==> src/logic/lirc_pkg.sv <==
// package for local interrupt and reset control
package lirc_pkg;
  localparam int           DATA_W = 32;
  localparam int           VEC_W  = 9;
  // register byte offsets
  localparam logic [7:0]   OFF_CTRL    = 8'h00;
  localparam logic [7:0]   OFF_HOSTLNK = 8'h04;
  localparam logic [7:0]   OFF_EXCSHM  = 8'h08;
  localparam logic [7:0]   OFF_CLKCTL  = 8'h0C;
  localparam logic [7:0]   OFF_VECDMA  = 8'h10;
  localparam logic [7:0]   OFF_VECPPU  = 8'h14;
  localparam logic [7:0]   OFF_STATUS  = 8'h18;
  localparam logic [7:0]   OFF_IDSW    = 8'h1C;
  localparam logic [7:0]   OFF_REGB    = 8'h20;
  localparam logic [7:0]   OFF_REGE    = 8'h24;
  localparam logic [7:0]   OFF_SHBASE  = 8'h28;
  localparam logic [7:0]   OFF_SHSIZE  = 8'h2C;
  localparam logic [7:0]   OFF_PRIRQ   = 8'h30;
  // bit positions
  localparam int           BIT_EXC_EN    = 6;
  localparam int           BIT_RTC_IE    = 6;
  localparam int           BIT_HALT_EN   = 8;
  localparam int           BIT_INIT_EN   = 10;
  localparam int           BIT_HIRQ_EN   = 12;
  localparam int           BIT_HIRQ_LOC  = 13;
  localparam int           BIT_HIRQ_PEND = 14;
  localparam int           BIT_HW_RESET  = 14;
  localparam int           BIT_MB_EN     = 3;
  localparam int           BIT_CTL_SWRST = 0;
  localparam int           BIT_CTL_MMEN  = 1;
  // interrupt vectors, octal values held in hex
  localparam logic [8:0]   VEC_PROG   = 9'h0A0;
  localparam logic [8:0]   VEC_RTC    = 9'h040;
  localparam logic [8:0]   VEC_CTR    = 9'h044;
  localparam logic [8:0]   VEC_MB4    = 9'h050;
  localparam logic [8:0]   VEC_MB8    = 9'h054;
  localparam logic [8:0]   VEC_HACK   = 9'h058;
  localparam logic [8:0]   VEC_MB12   = 9'h05C;
  localparam logic [8:0]   VEC_DMA0   = 9'h094;
  localparam logic [8:0]   VEC_DMA1   = 9'h098;
  localparam logic [8:0]   VEC_PPU0   = 9'h080;
  localparam logic [8:0]   VEC_PPU1   = 9'h084;
  localparam logic [8:0]   VEC_PPU2   = 9'h088;
  localparam logic [8:0]   VEC_CRX    = 9'h030;
  localparam logic [8:0]   VEC_CTX    = 9'h034;
  localparam logic [8:0]   VEC_MPSL   = 9'h038;
  localparam logic [15:0]  SPEC_PC    = 16'hF604;
  localparam logic [15:0]  SPEC_PSW   = 16'h00E0;
  localparam logic [15:0]  COLD_PC    = 16'hF600;
  // source indices in grant order
  localparam int           NSRC = 14;
  localparam logic [2:0]   PRI_RTC = 3'h6;
  localparam int           RST_CYC = 4;
  localparam logic [2:0]   RST_LEN = 3'h4;
  typedef struct packed {
    logic       valid;
    logic [2:0] level;
    logic [8:0] vector;
  } lirc_grant_type;
  typedef struct packed {
    logic consoleInit;
    logic consoleTest;
    logic dmaStrobes;
    logic ppuStrobes;
    logic cpuInit;
    logic mpslReset;
  } lirc_rst_type;
endpackage

==> src/logic/lirc_top.sv <==
// local interrupt priority, special interrupt and reset distribution
`timescale 1ns/1ps
// How it works
// - sources request, processor acknowledges, block drives granted vector.
// - dma unit and parallel port share one daisy-chained line, dma first.
// - parallel port answers acknowledge only with no dma request pending.
// - program irq programmable, vector 240; clock 100 beats counter 104.
// - level 5 order: mailbox 120, 124, host ack 130, mailbox 134.
// - level 4 order: dma, parallel port, console rx 60, tx 64, serial 70.
// - dma vectors default 224/230, parallel port 200/204/210, programmable.
// - exception enable: mailbox word0 write or power-good loss raises special.
// - exception enable plus host halt and link bit 8 raises special.
// - exception enable plus host init and link bit 10 raises special.
// - special forces pc 173004, psw 340, clears exception enable.
// - reset instruction gives software reset; power-up gives hardware reset.
// - software reset asserts console serial initialise input.
// - both resets pulse dma and parallel port strobes together.
// - software reset disables memory management, leaves link, lamps and vector registers alone.
// - both resets clear clock interrupt enable and pending interrupts.
// - software reset clears whole exception/shared-memory register.
// - hardware reset on power when id switches are zero, else host dc-ok; or mailbox word0 bit 14 write.
// - hardware reset asserts console test, cpu init, serial chip reset.
// - jumper picks firmware at 173000 or console debugger after reset.
// - hardware reset clears control registers and exception register.
// - hardware reset lights all lamps, loads identity switches into reg c.
// - mailbox 4/8/12 writes interrupt only when link bits 6:3 allow.
// - host irq write with link bit 12 sets pending (status bit 0); host ack clears it, posts 130 if bit 13.
module lirc_top
  import lirc_pkg::*;
(
  input  wire logic               clk_sys,
  input  wire logic               nrst,
  input  wire logic [7:0]         s_axi_awaddr,
  input  wire logic               s_axi_awvalid,
  output logic                    s_axi_awready,
  input  wire logic [31:0]        s_axi_wdata,
  input  wire logic [3:0]         s_axi_wstrb,
  input  wire logic               s_axi_wvalid,
  output logic                    s_axi_wready,
  output logic [1:0]              s_axi_bresp,
  output logic                    s_axi_bvalid,
  input  wire logic               s_axi_bready,
  input  wire logic [7:0]         s_axi_araddr,
  input  wire logic               s_axi_arvalid,
  output logic                    s_axi_arready,
  output logic [31:0]             s_axi_rdata,
  output logic [1:0]              s_axi_rresp,
  output logic                    s_axi_rvalid,
  input  wire logic               s_axi_rready,
  input  wire logic               rtcTick,
  input  wire logic               ctrTimerIrq,
  input  wire logic [1:0]         dmaIrq,
  input  wire logic [2:0]         ppuIrq,
  input  wire logic               consoleRxIrq,
  input  wire logic               consoleTxIrq,
  input  wire logic               mpslIrq,
  input  wire logic               mbWord0Wr,
  input  wire logic [15:0]        mbWord0Data,
  input  wire logic [2:0]         mbWordWr,
  input  wire logic               hostIrqWr,
  input  wire logic               hostIrqAck,
  input  wire logic               powerGood,
  input  wire logic               hostHalt,
  input  wire logic               hostInit,
  input  wire logic               hostDcOk,
  input  wire logic               powerDetect,
  input  wire logic               resetInstr,
  input  wire logic               cpuAck,
  input  wire logic               debugJumper,
  input  wire logic [7:0]         idSwitch,
  output lirc_grant_type          irqGrant,
  output logic [8:0]              ackVector,
  output logic                    specialIrq,
  output logic [15:0]             forcePc,
  output logic [15:0]             forcePsw,
  output logic                    bootDebugger,
  output logic [15:0]             bootPc,
  output lirc_rst_type            rstOut,
  output logic                    mmEnable,
  output logic [7:0]              lampsOut,
  output logic                    hostBusIrq
);
  logic        awHeld_q, wHeld_q;
  logic [7:0]  awAddr_q;
  logic [31:0] wData_q;
  logic [3:0]  wStrb_q;
  logic        doWr, doRd;
  logic [15:0] hostLink_q, excShm_q, clkCtl_q, regB_q, regE_q, shBase_q, shSize_q;
  logic [7:0]  idReg_q, lamps_q;
  logic [17:0] vecDma_q;
  logic [26:0] vecPpu_q;
  logic [2:0]  prLevel_q;
  logic        prReq_q, mmEn_q;
  logic [NSRC-1:0] pend_q, srcSet;
  logic [8:0]  srcVec [NSRC];
  logic [2:0]  srcLvl [NSRC];
  logic        swRst, hwRst, hwReq;
  logic [2:0]  hwCnt_q, swCnt_q;
  logic        hostIrqPend_q;
  logic        specialEv, ppuBlocked, progWins;
  logic [3:0]  winIdx;
  logic        winValid;
  logic        writeCtrl;

  // bus slave: accept address and data in either order
  always_ff @(posedge clk_sys) begin
    if (!nrst) begin
      awHeld_q <= 1'b0;
      wHeld_q  <= 1'b0;
      awAddr_q <= 8'h00;
      wData_q  <= 32'h0000_0000;
      wStrb_q  <= 4'h0;
    end else begin
      if (s_axi_awvalid && s_axi_awready) begin
        awHeld_q <= 1'b1;
        awAddr_q <= s_axi_awaddr;
      end else if (doWr) begin
        awHeld_q <= 1'b0;
      end
      if (s_axi_wvalid && s_axi_wready) begin
        wHeld_q <= 1'b1;
        wData_q <= s_axi_wdata;
        wStrb_q <= s_axi_wstrb;
      end else if (doWr) begin
        wHeld_q <= 1'b0;
      end
    end
  end
  assign s_axi_awready = !awHeld_q && !s_axi_bvalid;
  assign s_axi_wready  = !wHeld_q && !s_axi_bvalid;
  assign doWr = awHeld_q && wHeld_q;
  assign doRd = s_axi_arvalid && s_axi_arready;
  assign s_axi_arready = !s_axi_rvalid;
  assign writeCtrl = doWr && wStrb_q[0];

  always_ff @(posedge clk_sys) begin
    if (!nrst) begin
      s_axi_bvalid <= 1'b0;
      s_axi_bresp  <= 2'h0;
    end else if (doWr) begin
      s_axi_bvalid <= 1'b1;
      s_axi_bresp  <= (awAddr_q[7:2] > OFF_PRIRQ[7:2]) ? 2'h2 : 2'h0;
    end else if (s_axi_bready) begin
      s_axi_bvalid <= 1'b0;
    end
  end

  function automatic logic [31:0] rdMux(input logic [7:0] a);
    logic [31:0] r;
    r = 32'h0000_0000;
    case (a)
      OFF_HOSTLNK: r = {16'h0000, hostLink_q};
      OFF_EXCSHM:  r = {16'h0000, excShm_q};
      OFF_CLKCTL:  r = {16'h0000, clkCtl_q};
      OFF_VECDMA:  r = {14'h0000, vecDma_q};
      OFF_VECPPU:  r = {5'h00, vecPpu_q};
      OFF_STATUS:  r = {16'h0000, pend_q, mmEn_q, hostIrqPend_q};
      OFF_IDSW:    r = {24'h000000, idReg_q};
      OFF_REGB:    r = {16'h0000, regB_q};
      OFF_REGE:    r = {16'h0000, regE_q};
      OFF_SHBASE:  r = {16'h0000, shBase_q};
      OFF_SHSIZE:  r = {16'h0000, shSize_q};
      OFF_PRIRQ:   r = {28'h0000000, prReq_q, prLevel_q};
      default:     r = 32'h0000_0000;
    endcase
    return r;
  endfunction

  always_ff @(posedge clk_sys) begin
    if (!nrst) begin
      s_axi_rvalid <= 1'b0;
      s_axi_rdata  <= 32'h0000_0000;
      s_axi_rresp  <= 2'h0;
    end else if (doRd) begin
      s_axi_rvalid <= 1'b1;
      s_axi_rdata  <= rdMux(s_axi_araddr);
      s_axi_rresp  <= (s_axi_araddr[7:2] > OFF_PRIRQ[7:2]) ? 2'h2 : 2'h0;
    end else if (s_axi_rready) begin
      s_axi_rvalid <= 1'b0;
    end
  end

  assign swRst = resetInstr || (writeCtrl && awAddr_q == OFF_CTRL && wData_q[BIT_CTL_SWRST]);
  // hardware reset causes: standalone power, dc-ok, word0 bit 14
  assign hwReq = (idSwitch == 8'h00 ? powerDetect : hostDcOk)
               || (mbWord0Wr && mbWord0Data[BIT_HW_RESET]);
  assign hwRst = hwReq || !nrst;

  // stretched reset outputs
  always_ff @(posedge clk_sys) begin
    if (!nrst || hwReq) begin
      hwCnt_q <= RST_LEN;
    end else if (hwCnt_q != 3'h0) begin
      hwCnt_q <= hwCnt_q - 3'h1;
    end
  end
  always_ff @(posedge clk_sys) begin
    if (!nrst) begin
      swCnt_q <= 3'h0;
    end else if (swRst) begin
      swCnt_q <= RST_LEN;
    end else if (swCnt_q != 3'h0) begin
      swCnt_q <= swCnt_q - 3'h1;
    end
  end
  assign rstOut.consoleInit = swCnt_q != 3'h0;
  // hardware reset drives console test, cpu init, serial reset
  assign rstOut.consoleTest = hwCnt_q != 3'h0;
  assign rstOut.cpuInit     = hwCnt_q != 3'h0;
  assign rstOut.mpslReset   = hwCnt_q != 3'h0;
  assign rstOut.dmaStrobes  = (hwCnt_q != 3'h0) || (swCnt_q != 3'h0);
  assign rstOut.ppuStrobes  = (hwCnt_q != 3'h0) || (swCnt_q != 3'h0);

  assign bootDebugger = debugJumper;
  assign bootPc       = COLD_PC;

  assign specialEv = excShm_q[BIT_EXC_EN] && (mbWord0Wr || !powerGood
                   || (hostHalt && hostLink_q[BIT_HALT_EN])
                   || (hostInit && hostLink_q[BIT_INIT_EN]));

  // control registers
  always_ff @(posedge clk_sys) begin
    if (hwRst) begin
      hostLink_q <= 16'h0000;
      regB_q     <= 16'h0000;
      regE_q     <= 16'h0000;
      excShm_q   <= 16'h0000;
      clkCtl_q   <= 16'h0000;
      mmEn_q     <= 1'b0;
      prReq_q    <= 1'b0;
      prLevel_q  <= 3'h0;
      vecDma_q   <= {VEC_DMA1, VEC_DMA0};
      vecPpu_q   <= {VEC_PPU2, VEC_PPU1, VEC_PPU0};
    end else begin
      if (writeCtrl && awAddr_q == OFF_HOSTLNK) hostLink_q <= wData_q[15:0];
      if (writeCtrl && awAddr_q == OFF_REGB) regB_q <= wData_q[15:0];
      if (writeCtrl && awAddr_q == OFF_REGE) regE_q <= wData_q[15:0];
      if (writeCtrl && awAddr_q == OFF_PRIRQ) begin
        prReq_q   <= wData_q[3];
        prLevel_q <= wData_q[2:0];
      end
      if (writeCtrl && awAddr_q == OFF_VECDMA) vecDma_q <= wData_q[17:0];
      if (writeCtrl && awAddr_q == OFF_VECPPU) vecPpu_q <= wData_q[26:0];
      // special clears exception enable; sw reset clears register
      if (swRst) begin
        excShm_q <= 16'h0000;
      end else if (specialEv) begin
        excShm_q[BIT_EXC_EN] <= 1'b0;
      end else if (writeCtrl && awAddr_q == OFF_EXCSHM) begin
        excShm_q <= wData_q[15:0];
      end
      // clock interrupt enable cleared on reset
      if (swRst) begin
        clkCtl_q[BIT_RTC_IE] <= 1'b0;
      end else if (writeCtrl && awAddr_q == OFF_CLKCTL) begin
        clkCtl_q <= wData_q[15:0];
      end
      // memory management off on software reset
      if (swRst) begin
        mmEn_q <= 1'b0;
      end else if (writeCtrl && awAddr_q == OFF_CTRL) begin
        mmEn_q <= wData_q[BIT_CTL_MMEN];
      end
    end
  end

  // shared-memory window left unreset on purpose
  always_ff @(posedge clk_sys) begin
    if (writeCtrl && awAddr_q == OFF_SHBASE) shBase_q <= wData_q[15:0];
    if (writeCtrl && awAddr_q == OFF_SHSIZE) shSize_q <= wData_q[15:0];
  end

  always_ff @(posedge clk_sys) begin
    if (hwRst) begin
      lamps_q <= 8'hFF;
      idReg_q <= 8'h00;
    end else begin
      if (hwCnt_q == 3'h1) idReg_q <= idSwitch;
      if (writeCtrl && awAddr_q == OFF_CTRL) lamps_q <= wData_q[15:8];
    end
  end

  always_ff @(posedge clk_sys) begin
    if (hwRst) begin
      hostIrqPend_q <= 1'b0;
    end else if (hostIrqWr && hostLink_q[BIT_HIRQ_EN]) begin
      hostIrqPend_q <= 1'b1;
    end else if (hostIrqAck) begin
      hostIrqPend_q <= 1'b0;
    end
  end

  // source table in grant order
  assign srcSet = {
    mpslIrq, consoleTxIrq, consoleRxIrq, ppuIrq[2], ppuIrq[1], ppuIrq[0], dmaIrq[1], dmaIrq[0],
    // mailbox interrupts gated by link enables
    mbWordWr[2] && (&hostLink_q[6:BIT_MB_EN]),
    // acknowledge posts local interrupt when bit 13 set
    hostIrqAck && hostIrqPend_q && hostLink_q[BIT_HIRQ_LOC],
    mbWordWr[1] && (&hostLink_q[6:BIT_MB_EN]),
    mbWordWr[0] && (&hostLink_q[6:BIT_MB_EN]),
    ctrTimerIrq,
    rtcTick && clkCtl_q[BIT_RTC_IE]};
  assign srcVec = '{VEC_RTC, VEC_CTR, VEC_MB4, VEC_MB8, VEC_HACK, VEC_MB12,
                    vecDma_q[8:0], vecDma_q[17:9], vecPpu_q[8:0], vecPpu_q[17:9], vecPpu_q[26:18],
                    VEC_CRX, VEC_CTX, VEC_MPSL};
  assign srcLvl = '{PRI_RTC, PRI_RTC, 3'h5, 3'h5, 3'h5, 3'h5, 3'h4, 3'h4, 3'h4, 3'h4, 3'h4,
                    3'h4, 3'h4, 3'h4};

  // parallel port blocked while dma pending
  assign ppuBlocked = pend_q[6] || pend_q[7];

  // first pending entry wins; table already ordered by level
  always_comb begin
    winIdx   = 4'h0;
    winValid = 1'b0;
    for (int i = NSRC - 1; i >= 0; i--) begin
      // daisy chain: ppu skipped when dma pending
      if (pend_q[i] && !((i >= 8 && i <= 10) && ppuBlocked)) begin
        winIdx   = 4'(i);
        winValid = 1'b1;
      end
    end
  end

  always_ff @(posedge clk_sys) begin
    if (hwRst || swRst) begin
      pend_q <= '0;
    end else begin
      pend_q <= (pend_q | srcSet) & ~(((NSRC)'(cpuAck && winValid && !progWins) << winIdx) & ~srcSet);
    end
  end

  // grant with program irq at its own level
  assign progWins = prReq_q && (!winValid || prLevel_q >= srcLvl[winIdx]);
  always_ff @(posedge clk_sys) begin
    if (!nrst) begin
      irqGrant  <= '0;
      ackVector <= 9'h000;
    end else begin
      if (progWins) begin
        irqGrant <= '{valid: 1'b1, level: prLevel_q, vector: VEC_PROG};
      end else begin
        irqGrant <= '{valid: winValid, level: srcLvl[winIdx], vector: srcVec[winIdx]};
      end
      if (cpuAck) ackVector <= irqGrant.vector;
    end
  end

  // forced pc and psw on special
  always_ff @(posedge clk_sys) begin
    if (!nrst) begin
      specialIrq <= 1'b0;
      forcePc    <= 16'h0000;
      forcePsw   <= 16'h0000;
    end else begin
      specialIrq <= specialEv;
      forcePc    <= SPEC_PC;
      forcePsw   <= SPEC_PSW;
    end
  end

  assign mmEnable   = mmEn_q;
  assign lampsOut   = lamps_q;
  assign hostBusIrq = hostIrqPend_q;
endmodule

==> config.mk <==
export PLATFORM = sky130hd
export DESIGN_NAME = lirc_top
export DESIGN_NICKNAME = d
export VERILOG_FILES = /design/src/logic/lirc_pkg.sv /design/src/logic/lirc_top.sv
export SDC_FILE = /design/constraint.sdc
export NUM_CORES = 1
export LEC_CHECK = 0
export ABC_CLOCK_PERIOD_IN_PS = 4000
export BUFFER_PORTS_ARGS = -buffer_cell sky130_fd_sc_hd__buf_4
export CAP_MARGIN = 20
export CORE_UTILIZATION = 45
export CTS_BUF_LIST = sky130_fd_sc_hd__clkbuf_8 sky130_fd_sc_hd__clkbuf_16
export DETAILED_ROUTE_END_ITERATION = 8
export PLACE_DENSITY = 0.74
export SETUP_SLACK_MARGIN = 0.2
export SYNTH_ARGS = -nofsm -noshare
export SYNTH_HDL_FRONTEND = slang
export SYNTH_SLANG_ARGS = --single-unit
==> constraint.sdc <==
create_clock -name clk_sys -period 4 [get_ports clk_sys]
set_input_delay 0.8 -clock clk_sys [delete_from_list [all_inputs] [get_ports clk_sys]]
set_output_delay 0.8 -clock clk_sys [all_outputs]
set_load 0.01 [all_outputs]
==> results.cfg, run 1 <==
[layout]
fillers = 2611
syn_to_final_growth_pct = 18.8
fin_nets = 1730
drive_gt1_frac = 0.181
antennaDiodeCount = 0

[timing]
grt_setup_unrepaired = false
finalSetupViolations = 0
tightest_slew_ps = 1030
drv_slew = 0
max_slew_margin = 0.310
hold_viol = 0
timing.fmax_ghz = 0.284
tns_ps = 0
fin_crit_ps = 3520
fin_skew_ps = 19.9
post-route-period-util = 0.880
setup_ws_ps = 478

[grt]
gr-total-overflow = 0
grt_usage = 0.269
grt_pass1_wl_mm = 62.9
antenna_found_initial = 0
grt_pass1_vias = 10800
grt_max_degree = 59

[placed_design]
gp_congestion = 0.969
pre_cts_ws_ps = 390
hpwl_mm = 28.6
io_buffers = 165

[detailed_routing]
wl_per_cell_um = 20.4
viasPerCell = 5.66
antenna_left = 0
totalWireLength_mm = 41.1
vias = 11400
firstDrtPassIters = 5
post-route-drc-count = 0
drtIter0Drc = 1178

[logic_synthesis]
syn_area_um2 = 13100
yosys_warnings = 0
synth_ff_type = dfxtp_1
async_reset_ff_frac = 0
synth_commonest_cells = nand2_1, dfxtp_1, a21oi_1
synth-edff-count = 32
avgSynthCellArea_um2 = 8.73
synth_top_area_cell = dfxtp_1
ys_ff_latch = 292
synth_most_common_cell = nand2_1
synth.area.top_cells = dfxtp_1, mux2i_1, nand2_1
synth_cell_types = 75
yosysTopAreaCellShare = 0.396
synthCells = 1505
synth-seq-area-share = 0.469

[clock_tree]
cts_buffer_depth = 3
ctsHoldBuffers = 0
cts_tree = built
clk_latency_ps = 570
clk_pin_slew_worst_paths_ps = 60
clock-sinks = 292
cts_resized = 0
numCtsBuffers = 31
cts_setup_buffers = 0
cts_max_level = 1
root_buffer = clkbuf_16

[setup_path]
required_ps = 4500
r2r_start = pend_q[10]$_SDFF_PP0_
cp.arrival_ps = 4020
end_kind = flop
setup.worst_path.start_class = flop
crit_path_max_fanout = 10
r2r_cells = 12
critPathKind = reg -> reg
ff2ff_setup_slack_ps = 480
reg2reg_to = irqGrant[3]$_SDFF_PP0_

[floorplanning]
dieArea_um2 = 29900
die_w_um = 173
num_rows = 62
start_util = 0.458
core_um2 = 28700
ios = 236
die_y_um = 173

[power_and_ir_drop]
seq_power_share = 0.455
p_leak_nw = 6.02
switchingPower_mw = 1.64
switching_share = 0.239
powerDensity_nw_per_um2 = 438
combPwrFrac = 0.088
p_int_mw = 5.20
irDropWorstVdd_mv = 0.328
pwr-share-clk = 0.457

[min_path]
min_to = s_axi_rdata[18]$_SDFFE_PN0P_
hold_depth = 2
hold_path.class = reg -> reg
min_from = s_axi_rdata[18]$_SDFFE_PN0P_

[outcome]
status = finished, final reports clean

[flow_run]
maxCapViolations = 0
==> through the flow <==
| step | instance area, µm² | instances | utilization | hold slack, ps | power, mW |
|---|---|---|---|---|---|
| after global placement | 14400 | 1962 | 0.502 | 444 | 3.75 |
| after floorplan | 13300 | 1548 | - | 424 | 3.52 |
| after detailed placement | 14400 | 1963 | 0.503 | 444 | 3.76 |
| after global routing | 15600 | 2021 | 0.544 | 467 | 7.03 |
| after CTS | 15600 | 2019 | 0.542 | 452 | 6.84 |
| final | 15600 | 2021 | 0.544 | 451 | 6.84 |
==> cell type report <==
cell class	count	area (µm²)	share of cell area
multi-input cells	1063	6180	0.396
clock buffers	43	941	0.0603
clock inverters	13	190	0.0122
inverters	28	105	0.00673
well taps	384	480	0.0308
flip-flops and latches	292	6170	0.395
repair buffers	198	1550	0.0990
==> routing by layer <==
layer / global-route usage / vias to the layer above / share of wire
met5: 0 / - / 0
met4: 0.0988 / 0 / 0.036
met3: 0.0400 / 88 / 0.090
met1: 0.364 / 5409 / 0.42
li1: - / 5336 / -
met2: 0.434 / 599 / 0.46
==> how the worst max path moves through the flow <==
| stage | startpoint | end | slack (ps) | cells past startpoint |
|---|---|---|---|---|
| finish | pend_q[10]$_SDFF_PP0_ | irqGrant[3]$_SDFF_PP0_ | 480 | 12 |
| global route | pend_q[10]$_SDFF_PP0_ | irqGrant[3]$_SDFF_PP0_ | 220 | 13 |
| CTS | pend_q[10]$_SDFF_PP0_ | irqGrant[8]$_SDFF_PP0_ | 370 | 12 |
| detailed placement | pend_q[10]$_SDFF_PP0_ | irqGrant[8]$_SDFF_PP0_ | 390 | 12 |
| global placement | pend_q[10]$_SDFF_PP0_ | irqGrant[0]$_SDFF_PP0_ | 430 | 12 |
| floorplan | pend_q[11]$_SDFF_PP0_ | irqGrant[0]$_SDFF_PP0_ | 720 | 12 |
==> cell families (layout without fill, tap and decap cells) <==
family | after synthesis | after routing | share of synthesized area
flip-flops | 292 | 292 | 0.469
other | 2 | 45 | 0.000572
AND/OR/NAND/NOR | 552 | 552 | 0.186
buffers and inverters | 193 | 282 | 0.0753
adder cells (fa/ha/maj) | 9 | 9 | 0.00857
AO/OA/AOI/OAI | 315 | 315 | 0.147
XOR/XNOR | 2 | 2 | 0.00133
multiplexers | 140 | 140 | 0.112
==> sequential cells by signal (all words and copies together), names as in the netlist, 3 cells and up <==
name	cells
hostLink_q	16
idReg_q	8
excShm_q	16
awAddr_q	8
lampsOut	8
vecPpu_q	27
pend_q	14
shSize_q	16
clkCtl_q	16
regE_q	16
prLevel_q	3
ackVector	9
regB_q	16
s_axi_rdata	27
vecDma_q	18
wData_q	27
shBase_q	16
swCnt_q	3
hwCnt_q	3
irqGrant	13
==> layout by cell type, fill, tap and decap left out, types with 5 or more instances in the layout <==
master,n
nand2_1,270
dfxtp_1,260
buf_4,194
a21oi_1,144
nor2_1,138
mux2i_1,122
o21ai_0,58
conb_1,45
nand3_1,44
edfxtp_1,32
clkbuf_16,31
inv_1,30
a22oi_1,23
nand2b_1,14
nor3_1,14
mux2_2,14
a31oi_1,13
clkbuf_8,12
nor4_1,11
and2_1,10
ha_1,9
nor2b_1,8
a221oi_1,8
o22ai_1,8
o31ai_1,5
a22o_1,5
bufinv_16,5
==> critical path: stages, from the launching register on <==
cell,delay [ps]
dfxtp_1,400
or4_4,570
o21ai_2,230
nand2_1,120
ha_1,310
and2_1,150
ha_1,260
nand2b_1,140
a21o_1,190
a21oi_1,330
o21ai_4,160
a2111oi_0,450
a31o_1,140
==> power groups by stage <==
stage               clock (mW)  sequential (mW)  combinational (mW)
floorplan                    0             3.12               0.399
global placement             0             3.17               0.580
detailed placement           0             3.17               0.590
CTS                       3.15             3.11               0.592
global route              3.27             3.11               0.649
finish                    3.13             3.11               0.601
No activity file was read; power rests on OpenSTA's default activity.
==> inputs of run 2 (changes only) <==
MAX_ROUTING_LAYER = met4   (was default)
==> results.cfg, run 2 (same netlist as run 1, synthesis figures left out) <==
[outcome]
status = finished, final reports clean

[setup_path]
cp.arrival_ps = 4240
ff2ff_setup_slack_ps = 250
setup.worst_path.start_class = flop
required_ps = 4490
reg2reg_to = irqGrant[3]$_SDFF_PP0_
critPathKind = reg -> reg
end_kind = flop
r2r_start = pend_q[11]$_SDFF_PP0_
crit_path_max_fanout = 10
r2r_cells = 13

[detailed_routing]
wl_per_cell_um = 20.7
antenna_left = 0
viasPerCell = 5.71
drtIter0Drc = 1251
firstDrtPassIters = 6
post-route-drc-count = 0
totalWireLength_mm = 41.8
vias = 11500

[timing]
tns_ps = 0
setup_ws_ps = 251
hold_viol = 0
max_slew_margin = 0.255
post-route-period-util = 0.937
fin_skew_ps = 20.2
fin_crit_ps = 3750
finalSetupViolations = 0
timing.fmax_ghz = 0.267
tightest_slew_ps = 1120
fin_hold_ws_ps = 452
drv_slew = 0
grt_setup_unrepaired = false

[layout]
antennaDiodeCount = 0
drive_gt1_frac = 0.178
syn_to_final_growth_pct = 17.9
final_cells = 2020
layout_commonest_cell = nand2_1
postLayoutCoreUtil = 0.540
seq_area_um2 = 6170
final_cell_mix = nand2_1, dfxtp_1, buf_4
final_area_um2 = 15500
multi_input_area_um2 = 6180
reg.largest.list = s_axi_rdata x27, vecPpu_q x27, wData_q x27
fin_nets = 1731
fillers = 2678

[clock_tree]
cts_buffer_depth = 3
clk_latency_ps = 570
clk_pin_slew_worst_paths_ps = 60
cts_resized = 0
cts_max_level = 1
root_buffer = clkbuf_16
cts_tree = built
cts_setup_buffers = 0
clock-sinks = 292
numCtsBuffers = 30
ctsHoldBuffers = 0

[floorplanning]
die_w_um = 173
num_rows = 62
start_util = 0.458
die_y_um = 173
core_um2 = 28700
ios = 236
dieArea_um2 = 29900

[min_path]
hold_path.class = reg -> reg
min_to = s_axi_rdata[22]$_SDFFE_PN0P_
min_from = s_axi_rdata[22]$_SDFFE_PN0P_
hold_depth = 2

[power_and_ir_drop]
powerDensity_nw_per_um2 = 423
p_leak_nw = 5.98
finalPower_mw = 6.55
irDropWorstVdd_mv = 0.287

[grt]
grt_usage = 0.280
antenna_found_initial = 0
grt_max_degree = 49
gr-total-overflow = 0
grt_pass1_wl_mm = 63.0
grt_pass1_vias = 10600

[placed_design]
dp.cells = 1966
place_area_um2 = 14500
io_buffers = 165
pre_cts_ws_ps = 395
gp_congestion = 0.976
hpwl_mm = 29.2

[flow_run]
maxCapViolations = 0
run 2: cell types whose count changed in the layout (fill, tap and decap cells not counted), sizes merged:
| cell | previous run | this run |
|---|---|---|
| clkbuf | 43 | 37 |
| clkinv | 1 | 4 |
| buf | 198 | 200 |
| bufinv | 5 | 3 |
| inv | 34 | 36 |
run 2: how the worst max path moves through the flow:
stage / start / slack [ps] / endpoint
4_1_cts: pend_q[11]$_SDFF_PP0_ / 370 / irqGrant[0]$_SDFF_PP0_
3_5_place_dp: pend_q[11]$_SDFF_PP0_ / 390 / irqGrant[0]$_SDFF_PP0_
5_1_grt: pend_q[11]$_SDFF_PP0_ / 210 / irqGrant[3]$_SDFF_PP0_
2_1_floorplan: pend_q[11]$_SDFF_PP0_ / 720 / irqGrant[0]$_SDFF_PP0_
3_3_place_gp: pend_q[11]$_SDFF_PP0_ / 490 / irqGrant[0]$_SDFF_PP0_
6_report: pend_q[11]$_SDFF_PP0_ / 250 / irqGrant[3]$_SDFF_PP0_
run 2: area by class of cell:
class | instances | area share
Clock buffer | 37 | 0.0554
Inverter | 28 | 0.00678
Clock inverter | 16 | 0.00937
Multi-Input combinational cell | 1063 | 0.399
Sequential cell | 292 | 0.398
Timing Repair Buffer | 200 | 0.100
Tap cell | 384 | 0.0310
run 2: routing by layer:
| layer | up-vias | GRT usage | wire length [µm] |
|---|---|---|---|
| met5 | - | - | 0 |
| met4 | 0 | 0.116 | 1600 |
| met3 | 102 | 0.0578 | 4050 |
| met2 | 628 | 0.427 | 18900 |
| met1 | 5456 | 0.361 | 17200 |
| li1 | 5351 | - | - |
run 2: power breakdown:
part           switching, mW  internal (mW)  total [mW]  leakage (nW)
registers             0.0916           3.02        3.11          2.38
logic                  0.368          0.240       0.607          3.07
clock network           1.15           1.69        2.84         0.521
total                   1.61           4.95        6.55          5.98
run 2: critical path, cell delays in order, from the launching register on:
cell	delay (ps)
dfxtp_1	520
nor2_1	120
o311ai_1	260
o311a_2	350
inv_2	110
ha_1	270
and2_1	160
ha_1	280
nand2b_1	140
a21o_1	190
a21oi_1	330
o21ai_4	160
a2111oi_0	610
a31o_1	180
==> inputs of run 3 (changes only) <==
ABC_CLOCK_PERIOD_IN_PS = 4600   (was 4000)
clock period = 4.6 ns   (was 4 ns; I/O delays follow)
==> results.cfg, run 3 (same netlist as run 1, synthesis figures left out) <==
[outcome]
status = finished, final reports clean

[power_and_ir_drop]
powerDensity_nw_per_um2 = 380
irDropWorstVdd_mv = 0.241
p_leak_nw = 5.99

[clock_tree]
cts_resized = 0
cts_max_level = 2
numCtsBuffers = 34
cts_buffer_depth = 3
cts_tree = built
cts_setup_buffers = 0
clk_latency_ps = 510
clock-sinks = 292
root_buffer = clkbuf_16
clk_pin_slew_worst_paths_ps = 60
ctsHoldBuffers = 0

[detailed_routing]
antenna_left = 0
vias = 11500
totalWireLength_mm = 41.7
post-route-drc-count = 0
firstDrtPassIters = 8
viasPerCell = 5.72
wl_per_cell_um = 20.7
drtIter0Drc = 1471

[grt]
antenna_found_initial = 0
grt_pass1_vias = 10800
gr-total-overflow = 0
grt_max_degree = 57
grt_pass1_wl_mm = 63.0
grt_usage = 0.279

[floorplanning]
dieArea_um2 = 29900
start_util = 0.458
die_y_um = 173
num_rows = 62
core_um2 = 28700
ios = 236
die_w_um = 173

[layout]
fin_nets = 1727
drive_gt1_frac = 0.177
final_cell_mix = nand2_1, dfxtp_1, buf_4
antennaDiodeCount = 0
reg.largest.list = s_axi_rdata x27, vecPpu_q x27, wData_q x27
layout_commonest_cell = nand2_1
syn_to_final_growth_pct = 18.2
final_cells = 2018
postLayoutCoreUtil = 0.541

[timing]
tightest_slew_ps = 1080
hold_viol = 0
finalSetupViolations = 0
grt_setup_unrepaired = false
drv_slew = 0
timing.fmax_ghz = 0.256
fin_hold_ws_ps = 450
max_slew_margin = 0.277
setup_ws_ps = 701
post-route-period-util = 0.848
fin_skew_ps = 16.7
tns_ps = 0
fin_crit_ps = 3900

[setup_path]
setup.worst_path.start_class = flop
end_kind = flop
cp.arrival_ps = 4290
required_ps = 4990
ff2ff_setup_slack_ps = 700
crit_path_max_fanout = 8
critPathKind = reg -> reg

[placed_design]
pre_cts_ws_ps = 686
gp_congestion = 0.982
io_buffers = 165
dp.cells = 1956
hpwl_mm = 28.5

[min_path]
hold_path.class = reg -> reg

[flow_run]
maxCapViolations = 0
run 3: cell count changes in the layout (fill, tap and decap cells not counted), sizes merged:
cell and delta:
inv +1, clkbuf +2, clkinvlp +1, clkinv +2
buf -8
run 3: path summary, 6_finish.rpt:
path,startpoint,endpoint,cells past startpoint
worst min register to register,s_axi_rdata[20]$_SDFFE_PN0P_,s_axi_rdata[20]$_SDFFE_PN0P_,2
worst max register to register,pend_q[10]$_SDFF_PP0_,pend_q[11]$_SDFF_PP0_,12
worst max-delay path,pend_q[10]$_SDFF_PP0_,pend_q[11]$_SDFF_PP0_,12
worst min-delay path,s_axi_rdata[20]$_SDFFE_PN0P_,s_axi_rdata[20]$_SDFFE_PN0P_,2
run 3: area by class of cell:
cell class                 instances  area (µm²)
tap                              384         480
clock buffer                      39         931
timing repair buffer             192        1490
multi-input combinational       1063        6180
fill                            2649       13200
inverter                          28         105
clock inverter                    20         180
sequential                       292        6170
run 3: critical path, stage by stage, from the launching register on:
cell      delay (ps)
dfxtp_1          400
or4_4            580
o21ai_2          220
nand2_1          220
ha_1             350
and2_1           150
ha_1             270
nand2b_1         150
a21o_1           190
a311oi_1         620
nand3_1          290
nor4_1           260
nor3_1            80
run 3: power breakdown:
group	switching, mW	total (mW)	internal (mW)
Combinational	0.318	0.521	0.203
Sequential	0.0793	2.70	2.62
Clock	1.06	2.68	1.62
run 3: per-layer routing:
metal / vias up / routed length (µm) / global-route usage
met5: - / 0 / -
met4: 0 / 1380 / 0.101
met3: 92 / 3560 / 0.0398
met2: 590 / 19300 / 0.443
met1: 5525 / 17400 / 0.363
li1: 5327 / - / -
run 3: stage by stage:
step | instance area (µm²) | power (mW)
floorplan | 13300 | 3.06
global placement | 14300 | 3.25
detailed placement | 14400 | 3.26
CTS | 15500 | 5.91
global route | 15500 | 6.07
finish | 15500 | 5.90
